===== src/hdl/swk_pkg.sv =====
// stop-mode wake controller: shared constants, states and carrier structs
// assumes one always-running wake clock; all raw sources are asynchronous
package swk_pkg;

    // source counts per class
    localparam int SWK_NPIN   = 66;
    localparam int SWK_NI2C   = 2;
    localparam int SWK_NTPM   = 3;
    localparam int SWK_NUART  = 3;
    localparam int SWK_NSAI   = 2;
    localparam int SWK_NCAN   = 2;

    // interrupt controller geometry
    localparam int SWK_PRIO_W = 4;                      // bits per priority field
    localparam int SWK_NLEVEL = 16;                     // nested priority levels
    localparam int SWK_NVEC   = 240;                    // interrupt vectors
    localparam int SWK_VEC_W  = 8;

    // wake source indices, one pending bit each
    localparam int SWK_NSRC   = 20;
    localparam int SWK_IDX_W  = 5;
    localparam int S_RSTPIN   = 0;
    localparam int S_DBGRST   = 1;
    localparam int S_WATCHDOG_TIMER     = 2;
    localparam int S_LVD      = 3;
    localparam int S_LVW      = 4;
    localparam int S_HVD      = 5;
    localparam int S_PIN      = 6;
    localparam int S_ADC      = 7;
    localparam int S_CMP      = 8;
    localparam int S_I2C      = 9;
    localparam int S_CFGIO    = 10;
    localparam int S_TPM      = 11;
    localparam int S_UART     = 12;
    localparam int S_LOW_POWER_UART   = 13;
    localparam int S_USB      = 14;
    localparam int S_LOW_POWER_TIMER    = 15;
    localparam int S_RTC      = 16;
    localparam int S_SAI      = 17;
    localparam int S_CAN      = 18;
    localparam int S_NMI      = 19;

    // first vector used for wake sources; vector = base + source index
    localparam logic [SWK_VEC_W-1:0] SWK_VEC_BASE = 8'h10;
    localparam logic [SWK_NSRC-1:0]  SWK_PEND_RST = 20'h00000;

    // stages before edge history shows real line levels after reset
    localparam int SWK_HIST_D = 3;

    // power modes as driven by the mode controller
    typedef enum logic [1:0] {
        PM_RUN   = 2'b00,
        PM_PSTOP = 2'b01,
        PM_STOP  = 2'b10,
        PM_VERY_LOW_POWER_STOP  = 2'b11
    } swk_pmode_t;

    // controller states
    typedef enum logic [1:0] {
        ST_RUN     = 2'b00,
        ST_ARMED   = 2'b01,
        ST_WAKE    = 2'b10,
        ST_DELIVER = 2'b11
    } swk_state_t;

    // asynchronous raw wake inputs
    typedef struct packed {
        logic                 rst_pin;
        logic                 dbg_rst;
        logic                 watchdog_timer_rst;
        logic                 lvd;
        logic                 lvw;
        logic                 hvd;
        logic [SWK_NPIN-1:0]  pin_flag;
        logic                 adc_irq;
        logic                 cmp_irq;
        logic [SWK_NI2C-1:0]  i2c_irq;
        logic                 cfgio_irq;
        logic [SWK_NTPM-1:0]  tpm_irq;
        logic [SWK_NUART-1:0] uart_rx;
        logic                 low_power_uart_irq;
        logic                 usb_wake;
        logic                 low_power_timer_irq;
        logic                 rtc_irq;
        logic [SWK_NSAI-1:0]  sai_irq;
        logic [SWK_NCAN-1:0]  can_rx;
        logic                 nmi;
    } swk_raw_t;

    // static qualifiers (configuration, same clock domain)
    typedef struct packed {
        logic [SWK_NPIN-1:0]  pin_en;
        logic                 watchdog_timer_on_lpo;
        logic                 adc_int_clk;
        logic                 cmp_trig_mode;
        logic [SWK_NI2C-1:0]  i2c_clk_on;
        logic                 cfgio_clk_on;
        logic [SWK_NTPM-1:0]  tpm_clk_on;
        logic                 low_power_uart_clk_on;
        logic                 low_power_timer_clk_on;
        logic [SWK_NSAI-1:0]  sai_ext_clk;
    } swk_qual_t;

    // request toward the interrupt controller
    typedef struct packed {
        logic                  valid;
        logic [SWK_VEC_W-1:0]  vec;
        logic [SWK_PRIO_W-1:0] prio;
    } swk_irq_t;

    typedef logic [SWK_NSRC-1:0][SWK_PRIO_W-1:0] swk_prio_tab_t;

endpackage : swk_pkg


===== src/hdl/swk_prio_sel.sv =====
// stop-mode wake controller: picks the most urgent pending wake source
// assumes pending mask and priority table come from the same clock domain
`timescale 1ns/1ps
module swk_prio_sel
    import swk_pkg::*;
(
    // pending sources and their priorities
    input  wire logic [swk_pkg::SWK_NSRC-1:0]   pend,
    input  wire swk_pkg::swk_prio_tab_t         prio,
    // selection
    output logic                                hit,
    output logic [swk_pkg::SWK_IDX_W-1:0]       idx,
    output logic [swk_pkg::SWK_PRIO_W-1:0]      lvl
);

    // lowest value wins; ties go to the lowest index
    always_comb
    begin
        hit = 1'b0;
        idx = '0;
        lvl = '1;
        for (int i = 0; i < SWK_NSRC; i++)
        begin
            if (pend[i] && (!hit || prio[i] < lvl))
            begin
                hit = 1'b1;
                idx = SWK_IDX_W'(i);
                lvl = prio[i];
            end
        end
    end

endmodule : swk_prio_sel


===== src/hdl/swk_wake_ctrl.sv =====
// stop-mode wake controller: latches wake events while stopped, asks the
// clock control logic to restart, then hands pending vectors to the
// nested interrupt unit one at a time
// assumes clock keeps running in every stop mode; raw sources are async
`timescale 1ns/1ps

module swk_wake_ctrl
    import swk_pkg::*;
(
    // clock and reset
    input  wire logic                       clock,
    input  wire logic                       sys_rst,
    // mode controller and clock control
    input  wire swk_pkg::swk_pmode_t        pmode,
    input  wire logic                       clk_running,
    // wake sources
    input  wire swk_pkg::swk_raw_t          raw_in,
    input  wire swk_pkg::swk_qual_t         qual_in,
    // nested interrupt unit
    input  wire swk_pkg::swk_prio_tab_t     prio_tab,
    input  wire logic                       irq_taken,
    // outputs
    output swk_pkg::swk_irq_t               irq_out,
    output logic                            clk_restart_req,
    output logic [swk_pkg::SWK_NSRC-1:0]    wake_pend,
    output swk_pkg::swk_state_t             wake_state
);

    localparam int RAW_W = $bits(swk_raw_t);

    // vector number of a source
    function automatic logic [SWK_VEC_W-1:0] src_vec(input logic [SWK_IDX_W-1:0] i);
        src_vec = SWK_VEC_BASE + {{(SWK_VEC_W-SWK_IDX_W){1'b0}}, i};
    endfunction : src_vec

    // stop-mode test, used by arming and by the event gate
    function automatic logic is_stop(input swk_pmode_t m);
        is_stop = (m == PM_PSTOP) || (m == PM_STOP) || (m == PM_VERY_LOW_POWER_STOP);
    endfunction : is_stop

    // synchroniser and edge history
    logic [RAW_W-1:0]           sync1_r;
    logic [RAW_W-1:0]           sync2_r;
    logic [RAW_W-1:0]           prev_r;
    swk_raw_t                   cur;
    swk_raw_t                   old;
    logic [SWK_HIST_D-1:0]      hist_r;
    logic                       hist_ok;

    // controller state
    swk_state_t                 state_r;
    swk_state_t                 state_nxt;
    logic [SWK_NSRC-1:0]        pend_r;
    logic [SWK_NSRC-1:0]        pend_nxt;
    logic                       req_r;
    logic                       req_nxt;
    swk_irq_t                   irq_r;
    swk_irq_t                   irq_nxt;
    logic [SWK_IDX_W-1:0]       idx_r;
    logic [SWK_IDX_W-1:0]       idx_nxt;

    // event terms
    logic [SWK_NSRC-1:0]        ev;
    logic [SWK_NSRC-1:0]        ev_set;
    logic [SWK_NSRC-1:0]        ev_clr;
    logic                       armed;
    logic                       sel_hit;
    logic [SWK_IDX_W-1:0]       sel_idx;
    logic [SWK_PRIO_W-1:0]      sel_lvl;
    logic                       any_pend;
    logic                       take_now;

    // two-stage synchroniser over every raw source
    always_ff @(posedge clock or posedge sys_rst)
    begin
        if (sys_rst)
        begin
            sync1_r <= '0;
            sync2_r <= '0;
            prev_r  <= '0;
            hist_r  <= '0;
        end
        else
        begin
            sync1_r <= raw_in;
            sync2_r <= sync1_r;
            prev_r  <= sync2_r;
            hist_r  <= {hist_r[SWK_HIST_D-2:0], 1'b1};
        end
    end

    assign cur = swk_raw_t'(sync2_r);
    assign old = swk_raw_t'(prev_r);

    // history valid once real line levels reached the last stage
    assign hist_ok = hist_r[SWK_HIST_D-1];

    // system resets as wake sources
    assign ev[S_RSTPIN] = cur.rst_pin;
    assign ev[S_DBGRST] = cur.dbg_rst;
    assign ev[S_WATCHDOG_TIMER]   = cur.watchdog_timer_rst & qual_in.watchdog_timer_on_lpo;

    // power monitor levels
    assign ev[S_LVD]    = cur.lvd;
    assign ev[S_LVW]    = cur.lvw;
    assign ev[S_HVD]    = cur.hvd;

    // enabled pin interrupts
    assign ev[S_PIN]    = |(cur.pin_flag & qual_in.pin_en);

    // clock-qualified analog and peripheral sources
    assign ev[S_ADC]    = cur.adc_irq & qual_in.adc_int_clk;
    assign ev[S_CMP]    = cur.cmp_irq & qual_in.cmp_trig_mode;
    assign ev[S_I2C]    = |(cur.i2c_irq & qual_in.i2c_clk_on);
    assign ev[S_CFGIO]  = cur.cfgio_irq & qual_in.cfgio_clk_on;
    assign ev[S_TPM]    = |(cur.tpm_irq & qual_in.tpm_clk_on);
    assign ev[S_LOW_POWER_UART] = cur.low_power_uart_irq & qual_in.low_power_uart_clk_on;
    assign ev[S_LOW_POWER_TIMER]  = cur.low_power_timer_irq & qual_in.low_power_timer_clk_on;
    assign ev[S_SAI]    = |(cur.sai_irq & qual_in.sai_ext_clk);

    // line edges: start-bit fall on uart, either edge on can; held off
    // until history is valid, so an idle line gives no false edge at reset
    assign ev[S_UART]   = hist_ok & (|(old.uart_rx & ~cur.uart_rx));
    assign ev[S_CAN]    = hist_ok & (|(old.can_rx ^ cur.can_rx));

    // always-on sources
    assign ev[S_USB]    = cur.usb_wake;
    assign ev[S_RTC]    = cur.rtc_irq;
    assign ev[S_NMI]    = cur.nmi;

    // event capture only while stopped
    assign armed    = (state_r == ST_ARMED) || (state_r == ST_WAKE);
    assign ev_set   = armed && is_stop(pmode) ? ev : '0;
    assign take_now = (state_r == ST_DELIVER) && irq_r.valid && irq_taken;
    assign ev_clr   = take_now ? (SWK_NSRC'(1) << idx_r) : '0;
    assign pend_nxt = (pend_r & ~ev_clr) | ev_set;
    assign any_pend = |pend_r;

    // most urgent pending source
    swk_prio_sel u_sel (
        .pend (pend_r & ~ev_clr),
        .prio (prio_tab),
        .hit  (sel_hit),
        .idx  (sel_idx),
        .lvl  (sel_lvl)
    );

    // next state
    always_comb
    begin
        state_nxt = state_r;
        case (state_r)
            ST_RUN:
                if (is_stop(pmode))
                    state_nxt = ST_ARMED;
            ST_ARMED:
                if (any_pend)
                    state_nxt = ST_WAKE;
                else if (!is_stop(pmode))
                    state_nxt = ST_RUN;
            ST_WAKE:
                if (clk_running)
                    state_nxt = ST_DELIVER;
            ST_DELIVER:
                if (take_now && !sel_hit)
                    state_nxt = ST_RUN;
            default:
                state_nxt = ST_RUN;
        endcase
    end

    // restart request: raised on any pending, held until all taken
    assign req_nxt = (state_nxt == ST_WAKE) || (state_nxt == ST_DELIVER);

    // vector hand-off; next one follows after one empty cycle after a take
    always_comb
    begin
        irq_nxt = irq_r;
        idx_nxt = idx_r;
        if (state_nxt != ST_DELIVER)
        begin
            irq_nxt.valid = 1'b0;
        end
        else if (!irq_r.valid || take_now)
        begin
            irq_nxt.valid = sel_hit && !take_now;
            irq_nxt.vec   = src_vec(sel_idx);
            irq_nxt.prio  = sel_lvl;
            idx_nxt       = sel_idx;
        end
    end

    // state registers
    always_ff @(posedge clock or posedge sys_rst)
    begin
        if (sys_rst)
        begin
            state_r <= ST_RUN;
            pend_r  <= SWK_PEND_RST;
            req_r   <= 1'b0;
            irq_r   <= '0;
            idx_r   <= '0;
        end
        else
        begin
            state_r <= state_nxt;
            pend_r  <= pend_nxt;
            req_r   <= req_nxt;
            irq_r   <= irq_nxt;
            idx_r   <= idx_nxt;
        end
    end

    // outputs straight from flops
    assign irq_out         = irq_r;
    assign clk_restart_req = req_r;
    assign wake_pend       = pend_r;
    assign wake_state      = state_r;

endmodule : swk_wake_ctrl


===== config.mk =====
export PLATFORM = sky130hd
export DESIGN_NAME = swk_wake_ctrl
export DESIGN_NICKNAME = d
export VERILOG_FILES = /design/src/hdl/swk_pkg.sv /design/src/hdl/swk_prio_sel.sv /design/src/hdl/swk_wake_ctrl.sv
export SDC_FILE = /design/constraint.sdc
export NUM_CORES = 1
export LEC_CHECK = 0
export ABC_AREA = 1
export ABC_CLOCK_PERIOD_IN_PS = 37900
export BUFFER_PORTS_ARGS = -buffer_cell sky130_fd_sc_hd__buf_4
export CAP_MARGIN = 20
export CORE_MARGIN = 10
export CORE_UTILIZATION = 57
export DETAILED_ROUTE_END_ITERATION = 8
export HOLD_SLACK_MARGIN = 0.03
export PLACE_DENSITY = 0.86
export SYNTH_ARGS = -nofsm -noshare
export SYNTH_HDL_FRONTEND = slang
export SYNTH_SLANG_ARGS = --single-unit
export TNS_END_PERCENT = 50

===== constraint.sdc =====
create_clock -name clock -period 37.9 [get_ports clock]
set_input_delay 3.79 -clock clock [delete_from_list [all_inputs] [get_ports clock]]
set_output_delay 3.79 -clock clock [all_outputs]
set_load 0.005 [all_outputs]

==> out/results.ini <==
[yosys]
synth.distinct_cells=41
synth_top_family_by_area=simple AND/OR/NAND/NOR gates
muxShareOfSynthArea=0
synth.most_common_cell=nand2_1
synth_ff_type=dfrtp_1
synthCells=1227
synth_fa_ha_area_frac=0.0331
ys_seq_area_frac=0.534
synth-simple-area-share=0.300
syn_avg_cell_area_um2=8.63
netlist_area_um2=10600
synth_common_cells=nand2_1, dfrtp_1, inv_1
ys_ff_latch=226
synth-compound-area-share=0.0603
synth_edf_count=0
synth.top_cells.by_area=dfrtp_1, nand2_1, nand3_1
synthXorXnorAreaFrac=0.00165
synth_top_cell_area_share=0.534
ys_warn_count=0
ys_async_sr_fraction=1.00
synth_top_area_cell=dfrtp_1

[timing]
timing_hold_violations_final=0
relSlewSlack=0.356
setup_viol=0
fmax_mhz=42.6
finalClockSkew_ns=0.00860
worst_slew_pin_slew_ns=0.966
finalCritPeriodShare=0.619
rsz0062_at_grt=false
period_minus_slack_ns=23.46
drv_slew=0
final.setup.tns_ns=0

[critical_path]
rrSetupSlack_ns=17.09
crit_top_cell=nand2_2
path_max_fanout=10
crit_type=in -> reg
slowest_stage=ha_1
cp_data_required_time_ns=38.32
cp-start-kind=input pin
end_kind=flop
critPathArrivalTime_ns=23.87
cp_slowest_stage_delay_ns=0.32

[place]
dp.cells=1743
hpwl_um=26000
io_buffers=290
routabilityCongestion=0.947

[cts]
cts_tree=done
h-tree-depth=1
cts_hold_buf=0
cts_resized=0
cts_sinks=226
cts_setup_buffers=0
clk_latency_ns=0.49
path_clk_slew_ns=0.07
root_buffer=clkbuf_16
cts.path.max_buffers=3
cts_buffers=21

[floorplan]
die_x_um=156
placementRows=49
initial_utilization=0.583
core_um2=18100
io_pins=293
die_y_um=156
die_area_um2=24400

[grt]
gr-usage-all-layers=0.265
grt_max_degree=150
grt_overflow=0
grt_pass1_vias=9723
grt_pass1_wl_um=51100
antenna_found_initial=2

[final_layout]
final_cells=1781
syn_to_final_growth_pct=29.8
final_nets=1822
fill_cells=1303
drive_above_1_share=0.283

[detailed_routing]
wl_per_cell_um=18.3
dr_total_vias=9332
viasPerCell=5.24
firstDrtPassIters=7
drtAntennaViolNets=0
post-route-drc-count=0
drt_iter0_markers=595
wirelength_um=32600

[job]
maxCapViolations=0

[status]
status=complete, no violations

[hold_path]
hold_class=reg -> reg

[critical path: cells and delay by family]
kind / cells / cell delay, ns
AOI/OAI and AO/OA: 36 / 6.33
adders and majority gates: 19 / 5.64
buffers and inverters: 33 / 1.92
and+or+nand+nor: 70 / 6.24
[final timing paths]
| kind | depth (start not counted) | end | start |
|---|---|---|---|
| worst max register to register | 158 | idx_r[4]$_DFFE_PP0P_ | wake_state[0]$_DFF_PP0_ |
| worst min-delay path | 0 | cur[28]$_DFF_PP0_ | sync1_r[28]$_DFF_PP0_ |
| max in group asynchronous | 3 | cur[13]$_DFF_PP0_ | sys_rst |
| min in group asynchronous | 2 | cur[56]$_DFF_PP0_ | sys_rst |
| worst min register to register | 0 | cur[28]$_DFF_PP0_ | sync1_r[28]$_DFF_PP0_ |
| worst max-delay path | 158 | idx_r[4]$_DFFE_PP0P_ | irq_taken |
[metrics by stage]
stage                     hold slack [ns]   util  cell area (um^2)  setup WS, ns
after floorplan                     0.331      -             10600         16.70
after global placement              0.331  0.718             13000         15.04
after detailed placement            0.335  0.718             13000         14.19
after CTS                           0.347  0.757             13700         14.64
after global routing                0.352  0.757             13700         11.92
final                               0.343  0.757             13700         14.44
[placed cells by master (no fill, tap or decap), drive strengths merged]
master    instances
diode             2
conb              3
a221oi            1
a22o              2
clkinv            6
clkinvlp          1
nand2           425
o21bai           15
nand3b           15
o31ai             1
nor3              7
a31oi            11
a31o              3
nor4             10
nor2             66
buf             291
a22oi             1
xnor2             2
inv             180
o221ai            1
a21oi            21
a21boi            1
bufinv            3
o21ai            43
nand4            17
dfrtp           226
clkbuf           29
a21o              2
ha               28
a211oi            1
nand3           137
o211ai            1
[layout make-up]
type                       count  area [um^2]  share of cell area
multi-input combinational    814         4200               0.305
tap                          229          287              0.0209
clock inverter                 7          103             0.00747
inverter                     183          714              0.0520
clock buffer                  29          596              0.0433
antenna                        2         5.00            0.000364
sequential                   226         5660               0.412
timing repair buffer         291         2180               0.159
[cell families (layout without fill, tap and decap cells)]
group,count (synthesis),count (layout)
simple gates,677,677
fa+ha+maj,28,28
xor+xnor,2,2
buf+inv,188,510
compound gates,104,104
flops,226,226
other cells,2,5
[state kept, by name, indices dropped and copies added (netlist names)]
| signal | count |
|---|---|
| old | 5 |
| hist_r | 3 |
| wake_pend | 20 |
| idx_r | 5 |
| irq_out | 6 |
| cur | 92 |
| clk_restart_req | 1 |
| sync1_r | 92 |
| wake_state | 2 |
[layer usage]
metal | vias up | part of all wire | global-route usage
met2 | 401 | 0.50 | 0.471
met5 | - | 0 | 0
met3 | 64 | 0.11 | 0.102
met4 | 0 | 0.029 | 0.0804
li1 | 4515 | - | -
met1 | 4352 | 0.36 | 0.285
Power is left out: the tool's default activity adds up to more than one toggle a clock period on the data nets, which glitch-free logic cannot reach.
